## config.mk

```make
export PLATFORM = sky130hd
export DESIGN_NAME = coes_supervisor
export DESIGN_NICKNAME = d
export VERILOG_FILES = /design/src/hw/coes_pkg.sv /design/src/hw/coes_supervisor.sv
export VERILOG_INCLUDE_DIRS = /design/src /design/src/hw
export SDC_FILE = /design/constraint.sdc
export NUM_CORES = 1
export LEC_CHECK = 0
export BUFFER_PORTS_ARGS = -buffer_cell sky130_fd_sc_hd__buf_2
export CORE_MARGIN = 1
export CORE_UTILIZATION = 60
export DETAILED_ROUTE_END_ITERATION = 8
export PLACE_DENSITY_LB_ADDON = 0.08
export SETUP_SLACK_MARGIN = 0.15
export SLEW_MARGIN = 0
export SYNTH_ARGS = -nofsm -noshare
export SYNTH_HDL_FRONTEND = slang
export SYNTH_SLANG_ARGS = --single-unit
```

## constraint.sdc

```tcl
create_clock -name core_clk_in -period 8.6 [get_ports core_clk_in]
set_input_delay 0.86 -clock core_clk_in [delete_from_list [all_inputs] [get_ports core_clk_in]]
set_output_delay 0.86 -clock core_clk_in [all_outputs]
set_load 0.03 [all_outputs]
```

## src/hw/coes_defs.svh

```systemverilog
// Purpose: constants for the communication supervision block
// Assumes: 100 MHz core clock, object dictionary access by index/subindex
// Notes: offsets are dictionary indexes, not byte addresses
// Summary of operation
// - emergency id defaults 80h plus node id
// - only 11-bit emergency identifiers accepted
// - heartbeat consumer watches exactly one producer
// - consumer word: zero, node, time fields
// - heartbeat loss: emergency, fallback, state change
// - nonzero producer time sends periodic heartbeat
// - producer time zero disables heartbeat
// - identity record: four read-only words
// - revision holds major, minor, patch bytes
// - module list: count then product codes
// - no modules: count reads 14, codes zero
// - bus-off, guarding, sync, pdo timeouts fail
// - behaviour 0 preop, 1 none, 2 stopped
// - behaviour values 3 to 255 refused
// - lifetime is guard time times factor
`ifndef COES_DEFS_SVH
`define COES_DEFS_SVH
`define COES_IDX_GUARD 16'h100C
`define COES_IDX_LIFE 16'h100D
`define COES_IDX_EMCY 16'h1014
`define COES_IDX_CONS 16'h1016
`define COES_IDX_PROD 16'h1017
`define COES_IDX_IDENT 16'h1018
`define COES_IDX_MODS 16'h1027
`define COES_IDX_ERRB 16'h1029
`define COES_EMCY_BASE 11'h080
`define COES_EMCY_HB_CODE 16'h8130
`define COES_ID_EXT_BIT 29
`define COES_CONS_NODE_LSB 16
`define COES_CONS_TIME_W 16
`define COES_IDENT_CNT 8'h04
`define COES_SUB_CNT_ONE 8'h01
`define COES_MOD_MAX 4'hE
`define COES_ERRB_RST 8'h00
`define COES_ERRB_PREOP 8'h00
`define COES_ERRB_KEEP 8'h01
`define COES_ERRB_STOP 8'h02
`define COES_MS_NS 1000000
`define COES_CLK_NS 10
`define COES_CLK_PER_MS (`COES_MS_NS / `COES_CLK_NS)
`endif

```

## src/hw/coes_pkg.sv

```systemverilog
// Purpose: shared types of the communication supervision block
// Assumes: nothing beyond the constants header
// Notes: state codes follow declaration order, counting from zero
package coes_pkg;
	// network management states seen and requested by the block
	typedef enum logic [1:0] {
		COES_NMT_INIT,
		COES_NMT_STOPPED,
		COES_NMT_PREOP,
		COES_NMT_OPER
	} coes_nmt_t;
endpackage

```

## src/hw/coes_supervisor.sv

```systemverilog
// Purpose: heartbeat, life guarding, emergency id, identity, module list
// Assumes: dictionary requests come from the protocol engine on core_clk
// Notes: node id straps arrive from pins and are synchronised
`timescale 1ns/10ps
`include "coes_defs.svh"
module coes_supervisor #(
	parameter int CLK_PER_MS = `COES_CLK_PER_MS,
	parameter logic [31:0] VENDOR_CODE = 32'h0000_0001, // arbitrary
	parameter logic [31:0] PRODUCT_CODE = 32'h0000_0002, // arbitrary
	parameter logic [7:0] REV_MAJOR = 8'h01,
	parameter logic [7:0] REV_MINOR = 8'h00,
	parameter logic [7:0] REV_PATCH = 8'h00,
	parameter logic [31:0] SERIAL_NUM = 32'h0000_0000 // arbitrary
) (
	input wire logic core_clk_in,
	input wire logic arst_n_in,
	input wire logic [6:0] node_id_in,
	input wire logic od_rd_in,
	input wire logic od_wr_in,
	input wire logic [15:0] od_index_in,
	input wire logic [7:0] od_sub_in,
	input wire logic [31:0] od_wdata_in,
	output logic od_ack_out,
	output logic od_err_out,
	output logic [31:0] od_rdata_out,
	input wire logic hb_rx_in,
	input wire logic [7:0] hb_rx_node_in,
	input wire logic guard_rx_in,
	input wire logic bus_off_in,
	input wire logic sync_to_in,
	input wire logic pdo_evt_to_in,
	input wire coes_pkg::coes_nmt_t nmt_state_in,
	input wire logic mod_wr_in,
	input wire logic [3:0] mod_wr_pos_in,
	input wire logic [15:0] mod_wr_code_in,
	input wire logic [3:0] mod_count_in,
	output logic hb_tx_out,
	output logic emcy_tx_out,
	output logic [10:0] emcy_cob_out,
	output logic [15:0] emcy_code_out,
	output logic fallback_out,
	output logic nmt_req_out,
	output coes_pkg::coes_nmt_t nmt_req_state_out
);
	// elaboration check: the time base needs two clocks per ms at least
	if (CLK_PER_MS < 2) begin : g_bad_rate
		$error("CLK_PER_MS must be at least 2");
	end

	// millisecond counter expiry shared by the three timers
	function automatic logic ms_due(input logic tick,
		input logic [23:0] cnt, input logic [23:0] lim);
		ms_due = tick && (cnt + 24'h000001 >= lim);
	endfunction

	// node id strap synchroniser, first stage read only by second
	logic [6:0] node_s1_q;
	logic [6:0] node_s2_q;
	always_ff @(posedge core_clk_in or negedge arst_n_in) begin
		if (!arst_n_in) begin
			node_s1_q <= 7'h00;
			node_s2_q <= 7'h00;
		end else begin
			node_s1_q <= node_id_in;
			node_s2_q <= node_s1_q;
		end
	end

	// configuration registers
	logic [10:0] emcy_id_q; // written identifier
	logic emcy_set_q; // software has written the identifier
	logic [7:0] cons_node_q; // monitored producer
	logic [15:0] cons_time_q; // consumer timeout in ms
	logic [15:0] prod_time_q; // producer period in ms
	logic [15:0] guard_time_q; // guard time in ms
	logic [7:0] life_fac_q; // lifetime factor
	logic [7:0] errb_q; // error behaviour selection
	logic [15:0] mod_code_q [14]; // attached module product codes

	// default identifier follows the strap until software writes one
	wire [10:0] emcy_eff = emcy_set_q ? emcy_id_q :
		(`COES_EMCY_BASE + {4'h0, node_s2_q});

	// request decode
	wire is_emcy = od_index_in == `COES_IDX_EMCY;
	wire is_cons = od_index_in == `COES_IDX_CONS;
	wire is_prod = od_index_in == `COES_IDX_PROD;
	wire is_ident = od_index_in == `COES_IDX_IDENT;
	wire is_mods = od_index_in == `COES_IDX_MODS;
	wire is_errb = od_index_in == `COES_IDX_ERRB;
	wire is_guard = od_index_in == `COES_IDX_GUARD;
	wire is_life = od_index_in == `COES_IDX_LIFE;
	wire sub0 = od_sub_in == 8'h00;
	wire sub1 = od_sub_in == 8'h01;
	wire mod_sub_ok = (od_sub_in >= 8'h01) && (od_sub_in <= 8'h0E);
	wire [3:0] mod_pos = od_sub_in[3:0] - 4'h1;

	// write checks; reserved bits of the emergency, consumer and behaviour words and extended ids are refused
	wire emcy_ok = od_wdata_in[31:11] == 21'h000000;
	wire cons_ok = od_wdata_in[31:24] == 8'h00;
	// the whole word counts, so upper garbage cannot hide a reserved code
	wire errb_ok = (od_wdata_in[31:8] == 24'h000000) &&
		(od_wdata_in[7:0] <= `COES_ERRB_STOP);
	wire wr_emcy = od_wr_in && is_emcy && sub0 && emcy_ok;
	wire wr_cons = od_wr_in && is_cons && sub1 && cons_ok;
	wire wr_prod = od_wr_in && is_prod && sub0;
	wire wr_guard = od_wr_in && is_guard && sub0;
	wire wr_life = od_wr_in && is_life && sub0;
	wire wr_errb = od_wr_in && is_errb && sub1 && errb_ok;
	wire wr_good = wr_emcy | wr_cons | wr_prod | wr_guard | wr_life |
		wr_errb;

	// read multiplexer; valid is low for unknown entries
	logic [31:0] rd_val;
	logic rd_valid;
	always_comb begin
		rd_val = 32'h0000_0000;
		rd_valid = 1'b1;
		if (is_emcy && sub0)
			rd_val = {21'h000000, emcy_eff};
		else if (is_cons && sub0)
			rd_val = {24'h000000, `COES_SUB_CNT_ONE};
		else if (is_cons && sub1)
			rd_val = {8'h00, cons_node_q, cons_time_q};
		else if (is_prod && sub0)
			rd_val = {16'h0000, prod_time_q};
		else if (is_guard && sub0)
			rd_val = {16'h0000, guard_time_q};
		else if (is_life && sub0)
			rd_val = {24'h000000, life_fac_q};
		else if (is_ident && sub0)
			rd_val = {24'h000000, `COES_IDENT_CNT};
		else if (is_ident && od_sub_in == 8'h01)
			rd_val = VENDOR_CODE;
		else if (is_ident && od_sub_in == 8'h02)
			rd_val = PRODUCT_CODE;
		else if (is_ident && od_sub_in == 8'h03)
			rd_val = {8'h00, REV_MAJOR, REV_MINOR, REV_PATCH};
		else if (is_ident && od_sub_in == 8'h04)
			rd_val = SERIAL_NUM;
		else if (is_mods && sub0) begin
			// an empty bus still reports the maximum count
			if (mod_count_in == 4'h0)
				rd_val = {28'h0000000, `COES_MOD_MAX};
			else
				rd_val = {28'h0000000, mod_count_in};
		end else if (is_mods && mod_sub_ok) begin
			// entries past the attached count read zero
			if (mod_pos < mod_count_in)
				rd_val = {16'h0000, mod_code_q[mod_pos]};
			else
				rd_val = 32'h0000_0000;
		end else if (is_errb && sub0)
			rd_val = {24'h000000, `COES_SUB_CNT_ONE};
		else if (is_errb && sub1)
			rd_val = {24'h000000, errb_q};
		else
			rd_valid = 1'b0;
	end

	// answer one cycle after the request
	always_ff @(posedge core_clk_in or negedge arst_n_in) begin
		if (!arst_n_in) begin
			od_ack_out <= 1'b0;
			od_err_out <= 1'b0;
			od_rdata_out <= 32'h0000_0000;
		end else begin
			od_ack_out <= od_rd_in | od_wr_in;
			// a write wins if both strobes are raised together
			od_err_out <= od_wr_in ? !wr_good : (od_rd_in && !rd_valid);
			if (od_rd_in && !od_wr_in)
				od_rdata_out <= rd_val;
		end
	end

	// configuration register updates
	always_ff @(posedge core_clk_in or negedge arst_n_in) begin
		if (!arst_n_in) begin
			emcy_id_q <= 11'h000;
			emcy_set_q <= 1'b0;
			cons_node_q <= 8'h00;
			cons_time_q <= 16'h0000;
			prod_time_q <= 16'h0000;
			guard_time_q <= 16'h0000;
			life_fac_q <= 8'h00;
			errb_q <= `COES_ERRB_RST;
		end else begin
			if (wr_emcy) begin
				emcy_id_q <= od_wdata_in[10:0];
				emcy_set_q <= 1'b1;
			end
			if (wr_cons) begin
				cons_node_q <= od_wdata_in[23:16];
				cons_time_q <= od_wdata_in[15:0];
			end
			if (wr_prod)
				prod_time_q <= od_wdata_in[15:0];
			if (wr_guard)
				guard_time_q <= od_wdata_in[15:0];
			if (wr_life)
				life_fac_q <= od_wdata_in[7:0];
			if (wr_errb)
				errb_q <= od_wdata_in[7:0];
		end
	end

	// module product codes, loaded by the expansion bus scan
	always_ff @(posedge core_clk_in) begin
		if (mod_wr_in && mod_wr_pos_in < `COES_MOD_MAX)
			mod_code_q[mod_wr_pos_in] <= mod_wr_code_in;
	end

	// free-running millisecond time base
	logic [31:0] pre_q;
	wire ms_tick = pre_q == 32'(CLK_PER_MS - 1);
	always_ff @(posedge core_clk_in or negedge arst_n_in) begin
		if (!arst_n_in)
			pre_q <= 32'h0000_0000;
		else
			pre_q <= ms_tick ? 32'h0000_0000 : pre_q + 32'h0000_0001;
	end

	// heartbeat producer; period change restarts the count
	logic [15:0] prod_ms_q;
	wire prod_on = prod_time_q != 16'h0000;
	wire prod_due = prod_on &&
		ms_due(ms_tick, {8'h00, prod_ms_q}, {8'h00, prod_time_q});
	always_ff @(posedge core_clk_in or negedge arst_n_in) begin
		if (!arst_n_in) begin
			prod_ms_q <= 16'h0000;
			hb_tx_out <= 1'b0;
		end else begin
			hb_tx_out <= prod_due;
			if (wr_prod || !prod_on || prod_due)
				prod_ms_q <= 16'h0000;
			else if (ms_tick)
				prod_ms_q <= prod_ms_q + 16'h0001;
		end
	end

	// heartbeat consumer; armed by a heartbeat, or by a write while the timeout is already nonzero
	logic [15:0] cons_ms_q;
	logic cons_arm_q; // timer running
	wire cons_on = cons_time_q != 16'h0000;
	wire hb_seen = hb_rx_in && hb_rx_node_in == cons_node_q;
	wire cons_to = cons_on && cons_arm_q && !hb_seen &&
		ms_due(ms_tick, {8'h00, cons_ms_q}, {8'h00, cons_time_q});
	always_ff @(posedge core_clk_in or negedge arst_n_in) begin
		if (!arst_n_in) begin
			cons_ms_q <= 16'h0000;
			cons_arm_q <= 1'b0;
		end else begin
			if (hb_seen || wr_cons || !cons_on) begin
				cons_ms_q <= 16'h0000;
				cons_arm_q <= cons_on;
			end else if (cons_to) begin
				// disarm so a lost producer is reported once
				cons_arm_q <= 1'b0;
			end else if (ms_tick && cons_arm_q)
				cons_ms_q <= cons_ms_q + 16'h0001;
		end
	end

	// life guarding of the master, armed by the first guard request
	logic [23:0] life_ms_q;
	logic life_arm_q;
	// widen before multiplying; a 16-bit product would wrap large limits
	wire [23:0] life_lim = 24'(guard_time_q) * 24'(life_fac_q);
	wire life_on = life_lim != 24'h000000;
	wire life_to = life_on && life_arm_q && !guard_rx_in &&
		ms_due(ms_tick, life_ms_q, life_lim);
	always_ff @(posedge core_clk_in or negedge arst_n_in) begin
		if (!arst_n_in) begin
			life_ms_q <= 24'h000000;
			life_arm_q <= 1'b0;
		end else begin
			if (guard_rx_in || !life_on) begin
				life_ms_q <= 24'h000000;
				life_arm_q <= life_on && guard_rx_in;
			end else if (life_to)
				life_arm_q <= 1'b0;
			else if (ms_tick && life_arm_q)
				life_ms_q <= life_ms_q + 24'h000001;
		end
	end

	// bus-off is a level; only its onset counts as a failure
	logic bus_off_q;
	wire bus_off_rise = bus_off_in && !bus_off_q;
	wire fail = bus_off_rise | cons_to | life_to | sync_to_in |
		pdo_evt_to_in;

	// state change selection on failure
	wire go_preop = errb_q == `COES_ERRB_PREOP &&
		nmt_state_in == coes_pkg::COES_NMT_OPER;
	wire go_stop = errb_q == `COES_ERRB_STOP;

	// emergency, fallback and state requests
	always_ff @(posedge core_clk_in or negedge arst_n_in) begin
		if (!arst_n_in) begin
			bus_off_q <= 1'b0;
			emcy_tx_out <= 1'b0;
			emcy_cob_out <= 11'h000;
			emcy_code_out <= 16'h0000;
			fallback_out <= 1'b0;
			nmt_req_out <= 1'b0;
			nmt_req_state_out <= coes_pkg::COES_NMT_INIT;
		end else begin
			bus_off_q <= bus_off_in;
			emcy_cob_out <= emcy_eff;
			emcy_tx_out <= cons_to | life_to;
			if (cons_to | life_to)
				emcy_code_out <= `COES_EMCY_HB_CODE;
			// fallback holds until the producer is heard again or the consumer is disabled
			if (cons_to)
				fallback_out <= 1'b1;
			else if (hb_seen || !cons_on)
				fallback_out <= 1'b0;
			nmt_req_out <= fail && (go_preop || go_stop);
			if (fail && go_stop)
				nmt_req_state_out <= coes_pkg::COES_NMT_STOPPED;
			else if (fail && go_preop)
				nmt_req_state_out <= coes_pkg::COES_NMT_PREOP;
		end
	end
endmodule

```

# After elaboration in Yosys (flattened, before gate mapping)
# Memories as Yosys holds them, arrays and structs flattened.
# Cells that the tools add are included.
# totals
reg_bits,241
ram_bits,224
inputBits,107
memories,1
# memory_table
memory,depth,word_bits,rd,rd_clocked_by_memory_dff,wr,line,rtl
mod_code_q,14,16,1,0,1,coes_supervisor.sv:78,logic [15:0] mod_code_q [14];
# classes
add_sub_neg,8
multipliers,1
magnitude_cmp,8
eq_ne,18
muxes,53
bitwise_logic,11
n_reduce_logical,88
# ops
cell,n
two-way mux 32 bit,14
equality test 16 x 13 -> 1 bit (second input constant),8
two-way mux 16 bit,6
two-way mux 24 bit,3
logical AND 1 bit,54
adder 16 x 1 -> 17 bit (second input constant),2
>= comparator 17 x 16 -> 1 bit,2
adder 16 x 1 -> 16 bit (second input constant),2
adder 32 x 1 -> 32 bit (second input constant),1
equality test 32 x 17 -> 1 bit (second input constant),1
nonzero test 16 bit,2
adder 24 x 1 -> 24 bit (second input constant),1
equality test 8 x 2 -> 1 bit (second input constant),3
>= comparator 24 bit,1
logical NOT 24 bit,1
logical NOT 8 bit,3
multiplier 16 x 8 -> 24 bit,1
two-way mux 1 bit,24
nonzero test 24 bit,1
logical NOT 21 bit,1
two-way mux 8 bit,2
nonzero test 2 bit,7
two-way mux 11 bit,1
OR 1 bit,11
18 further kinds,35

# Logic depth before layout (Yosys ltp)
# logic_depth
ltp_word,20
mapped_depth,29

# Least setup slack after synthesis
# No wires, ideal clock.
# synth_timing
path_type,flip-flop to flip-flop
startpoint,register life_fac_q[6]
endpoint,register life_ms_q[5]
setup_time_ns,0.119
t_arrival_ns,6.135
slack_ns,2.347
stages_incl_launch_ff,25
path_buffers,3
cell_sequence,dfrtp_1 > clkbuf_1 > clkbuf_1 > nand2_1 > fa_1 > fa_1 > fa_1 > fa_1 > inv_1 > ha_1 > and4_4 > a221oi_2 > o221ai_2 > a31oi_1 > a21oi_1 > xnor2_1 > ha_1 > a21o_1 > a21o_1 > a21oi_1 > nand4_1 > clkbuf_1 > nor3_1 > xnor2_1 > nor2_1
# synth_between
elab_chain_len,7
elab_cells_between_ends,13
cone_classes,mul (1); order compare (1); eq/ne (1); mux (1); reduce/logical (9)
# synth_lines
item,line,rtl
from (decl),coes_supervisor.sv:76,logic [7:0] life_fac_q;
from (signal assigned),coes_supervisor.sv:201,life_fac_q <= od_wdata_in[7:0];
multiplier 16 x 8 -> 24 bit (*),coes_supervisor.sv:268,wire [23:0] life_lim = 24'(guard_time_q) * 24'(life_fac_q);
"parallel branches: the longest is 6 deep, another holds >= comparator 24 bit",--,
to (signal assigned),coes_supervisor.sv:283,life_ms_q <= life_ms_q + 24'h000001;
to (decl),coes_supervisor.sv:265,logic [23:0] life_ms_q;
# Every way passes the cells marked *.
# A chain may end at the register's enable or synchronous reset.

# Worst setup path in the final report
# layout_timing
startpoint,register life_fac_q[7]
endpoint,register life_ms_q[12]
# Same word-level chain as after synthesis.

==> metrics.md <==
| Metric | Value |
|---|---|
| Setup TNS | 0 ns |
| Setup Skew | 0.0257 ns |
| Fin crit period | 7.51 ns |
| Worst path cell trace | nand2_1 -> fa_1 -> fa_1 -> fa_1 -> fa_1 -> inv_1 -> ha_1 -> a21o_1 -> a31o_2 -> o21ai_1 -> nand3b_1 -> xor2_1 -> inv_1 -> ha_1 -> a21o_1 -> a21oi_1 -> o211ai_1 -> o21ai_0 -> a21o_1 -> nand4_1 -> nor4_1 -> xnor2_1 -> nor2_2 |
| CTS sink cnt | 457 |
| I/O Buffers | 153 |
| Fraction of layout cells with a size suffix above 1 | 0.188 |
| Fmax | 133 MHz |
| First-pass GRT wire length | 96.4 mm |
| Clock buffer depth | 3 |
| Area of the die | 43400 sq um |
| Nets | 2583 |
| Yosys cell types | 81 |
| CP Buf/Inv Count | 2 |
| Static Leak | 11.9 nW |
| Ys flop type | dfrtp_1 |
| Register Area | 12600 sq um |
| Most frequent cells in the layout | dfrtp_1, edfxtp_1, nand2_1 |
| Post-layout util | 0.676 |
| TritonCTS Buffers | 49 |
| DRC Markers | 0 |
| Slew @ Worst Pin | 1.24 ns |
| Hold crit path type | input pin to asynchronous set/reset pin |
| Yosys reg bits | 457 |
| Vias per cell | 6.00 |
| CP max stage delay | 0.78 ns |
| Top delay family on crit path | adder cells |
| Initial Utilization | 0.609 |
| Status | complete, no violations |
| CP Data Arrival Time | 7.96 ns |
| Final Power | 4.72 mW |
| Relative slew slack | 0.167 |
| CTS tree | yes |
| H-tree levels | 2 |
| Routed WL | 61.7 mm |
| Die Y | 208 microns |
| RSZ-0062 raised after global routing | no |
| GP Congestion | 0.905 |
| Vias in the first global route | 17300 |
| Drt wl/cell | 21.6 microns |
| Via count | 17200 |
| Area of the mapped netlist | 25600 sq um |
| Root buffer cell | clkbuf_16 |
| Worst-Skew Late Latency | 0.62 ns |
| Dpl cell area | 26700 sq um |
| Largest net degree at the start of global routing | 182 |
| Sequential share of the synthesized area | 0.491 |
| Multi-input logic area | 12000 sq um |
| Synth warn | 0 |
| Antenna violations before repair | 5 |
| Resized cells post-CTS | 0 |
| VDD IR max | 156 uV |
| Std-Cell Rows | 75 |
| Critical Path Sink Type | register |
| Routed Antenna Nets | 0 |
| Pre-Repair DR Iteration Count | 5 |
| Reg2reg path depth | 23 |
| GRT overflow | 0 |
| Final HPWL DP | 42.3 mm |
| CP most frequent cell | fa_1 |
| Hold Buf Count CTS | 0 |
| Worst-path clk slew | 0.06 ns |
| Post-synth EDFFs | 224 |
| Crit-path slowest cell | nand4_1 |
| Commonest non-fill, non-tap cell in the layout | dfrtp_1 |
| # Max-Cap Violations | 0 |
| I/O Pins | 174 |
| Placed cells | 2768 |
| Power Density | 166 nW/um^2 |
| Worst endpoint required time | 9.05 ns |
| Core area | 41900 sq um |
| Final count of pins violating max slew | 0 |
| Final Cycle Share | 0.873 |
| Final non-filler cell area | 28400 sq um |
| Fill cells | 3111 |
| Mapped Cells | 2145 |
| Global Route Usage Sum | 0.289 |
| CP Class | register to register |
| Critical-path maximum fanout | 24 |
| Hold slack | 0.164 ns |
| Final setup vio count | 0 |
| Post-CTS setup buffer count | 0 |
| Place WS | 1.08 ns |
| Syn-to-layout area delta | 11.0% |
| Final non-filler cell total | 2861 |
| Setup crit start kind | register |
| Mapped Avg Cell Area | 11.9 sq um |
| DRT iter0 DRCs | 1371 |
| Final WS setup | 1.09 ns |
| Critical path depth in cells | 23 |
| Die X | 208 microns |
| FFs w/ async S/R, synth | 0.510 |
| Final hold violations | 0 |
-- power by group --
part	leakage, nW	switching, mW	internal, mW
sequential	5.10	0.00837	2.33
clock	0.785	0.906	1.21
combinational	6.06	0.167	0.0927
total	11.9	1.08	3.63
-- layout make-up --
cell class / instances / area share
Sequential cell: 457 / 0.443
Multi-Input combinational cell: 1454 / 0.423
Clock buffer: 60 / 0.0461
Timing Repair Buffer: 177 / 0.0342
Tap cell: 539 / 0.0238
Inverter: 141 / 0.0187
Clock inverter: 30 / 0.0114
Antenna cell: 3 / 0.000265
-- layer usage --
| layer | GRT usage | vias up | wire length [microns] | part of all wire |
|---|---|---|---|---|
| met2 | 0.463 | 586 | 29200 | 0.47 |
| met3 | 0.0414 | 93 | 3780 | 0.061 |
| li1 | - | 7834 | - | - |
| met1 | 0.410 | 8661 | 27000 | 0.44 |
| met5 | 0 | - | 25 | 0.00041 |
| met4 | 0.0922 | 4 | 1680 | 0.027 |
-- kinds of logic (layout without fill, tap and decap cells) --
kind of cell / after synthesis / after routing / synth area share
muxes: 154 / 154 / 0.0930
xor gates and xnor gates: 142 / 142 / 0.0487
DFF: 457 / 457 / 0.491
other: 1 / 23 / 0.000147
adders and majority gates: 196 / 196 / 0.121
and+or+nand+nor: 687 / 687 / 0.135
AOI/OAI and AO/OA: 255 / 255 / 0.0677
buffers and inverters: 253 / 408 / 0.0433
-- final timing paths --
kind	slack (ns)	end	from
max in group asynchronous	7.04	node_s2_q[5]$_DFF_PN0_	arst_n_in
hold / removal	0.16	life_ms_q[4]$_DFFE_PN0P_	arst_n_in
hold reg to reg	0.35	node_s2_q[5]$_DFF_PN0_	node_s1_q[5]$_DFF_PN0_
setup / recovery	1.09	life_ms_q[12]$_DFFE_PN0P_	life_fac_q[7]$_DFFE_PN0P_
min in group core_clk_in	0.35	node_s1_q[3]$_DFF_PN0_	node_id_in[3]
setup reg to reg	1.09	life_ms_q[12]$_DFFE_PN0P_	life_fac_q[7]$_DFFE_PN0P_
-- synth_stat cells (5+ instances only) --
cell type / count / area share
a211oi_1: 25 / 0.0073
a21o_1: 21 / 0.0062
a21oi_1: 51 / 0.010
a22o_1: 10 / 0.0034
a22oi_1: 5 / 0.0015
a31oi_1: 11 / 0.0027
and2_1: 65 / 0.016
and3_1: 25 / 0.0061
and4_1: 5 / 0.0017
buf_1: 6 / 0.00088
buf_2: 17 / 0.0033
buf_4: 28 / 0.0082
clkbuf_1: 57 / 0.0084
dfrtp_1: 233 / 0.23
edfxtp_1: 224 / 0.26
fa_1: 84 / 0.066
ha_1: 112 / 0.055
inv_1: 141 / 0.021
mux2_2: 78 / 0.034
mux2i_1: 17 / 0.0067
mux4_2: 59 / 0.052
nand2_1: 223 / 0.033
nand2b_1: 9 / 0.0022
nand3_1: 44 / 0.0086
nand3b_1: 7 / 0.0021
nand4_1: 37 / 0.0091
nor2_1: 130 / 0.019
nor2_2: 12 / 0.0029
nor2b_1: 25 / 0.0061
nor3_1: 32 / 0.0063
nor4_1: 27 / 0.0066
o2111ai_1: 8 / 0.0027
o21a_1: 10 / 0.0029
o21ai_0: 57 / 0.011
o221ai_1: 13 / 0.0045
or2_2: 10 / 0.0024
or3_1: 7 / 0.0017
xnor2_1: 91 / 0.031
xor2_1: 51 / 0.017
-- flip-flops by register name (all words and copies together) (netlist names), 2 cells and up --
| register | count |
|---|---|
| nmt_req_state_out | 2 |
| emcy_id_q | 11 |
| od_rdata_out | 24 |
| cons_ms_q | 16 |
| mod_code_q | 224 |
| life_fac_q | 8 |
| errb_q | 8 |
| prod_ms_q | 16 |
| node_s2_q | 7 |
| life_ms_q | 24 |
| pre_q | 32 |
| guard_time_q | 16 |
| cons_node_q | 8 |
| cons_time_q | 16 |
| node_s1_q | 7 |
| emcy_cob_out | 11 |
| prod_time_q | 16 |
Note: power is estimated with default switching activity, not from simulation.
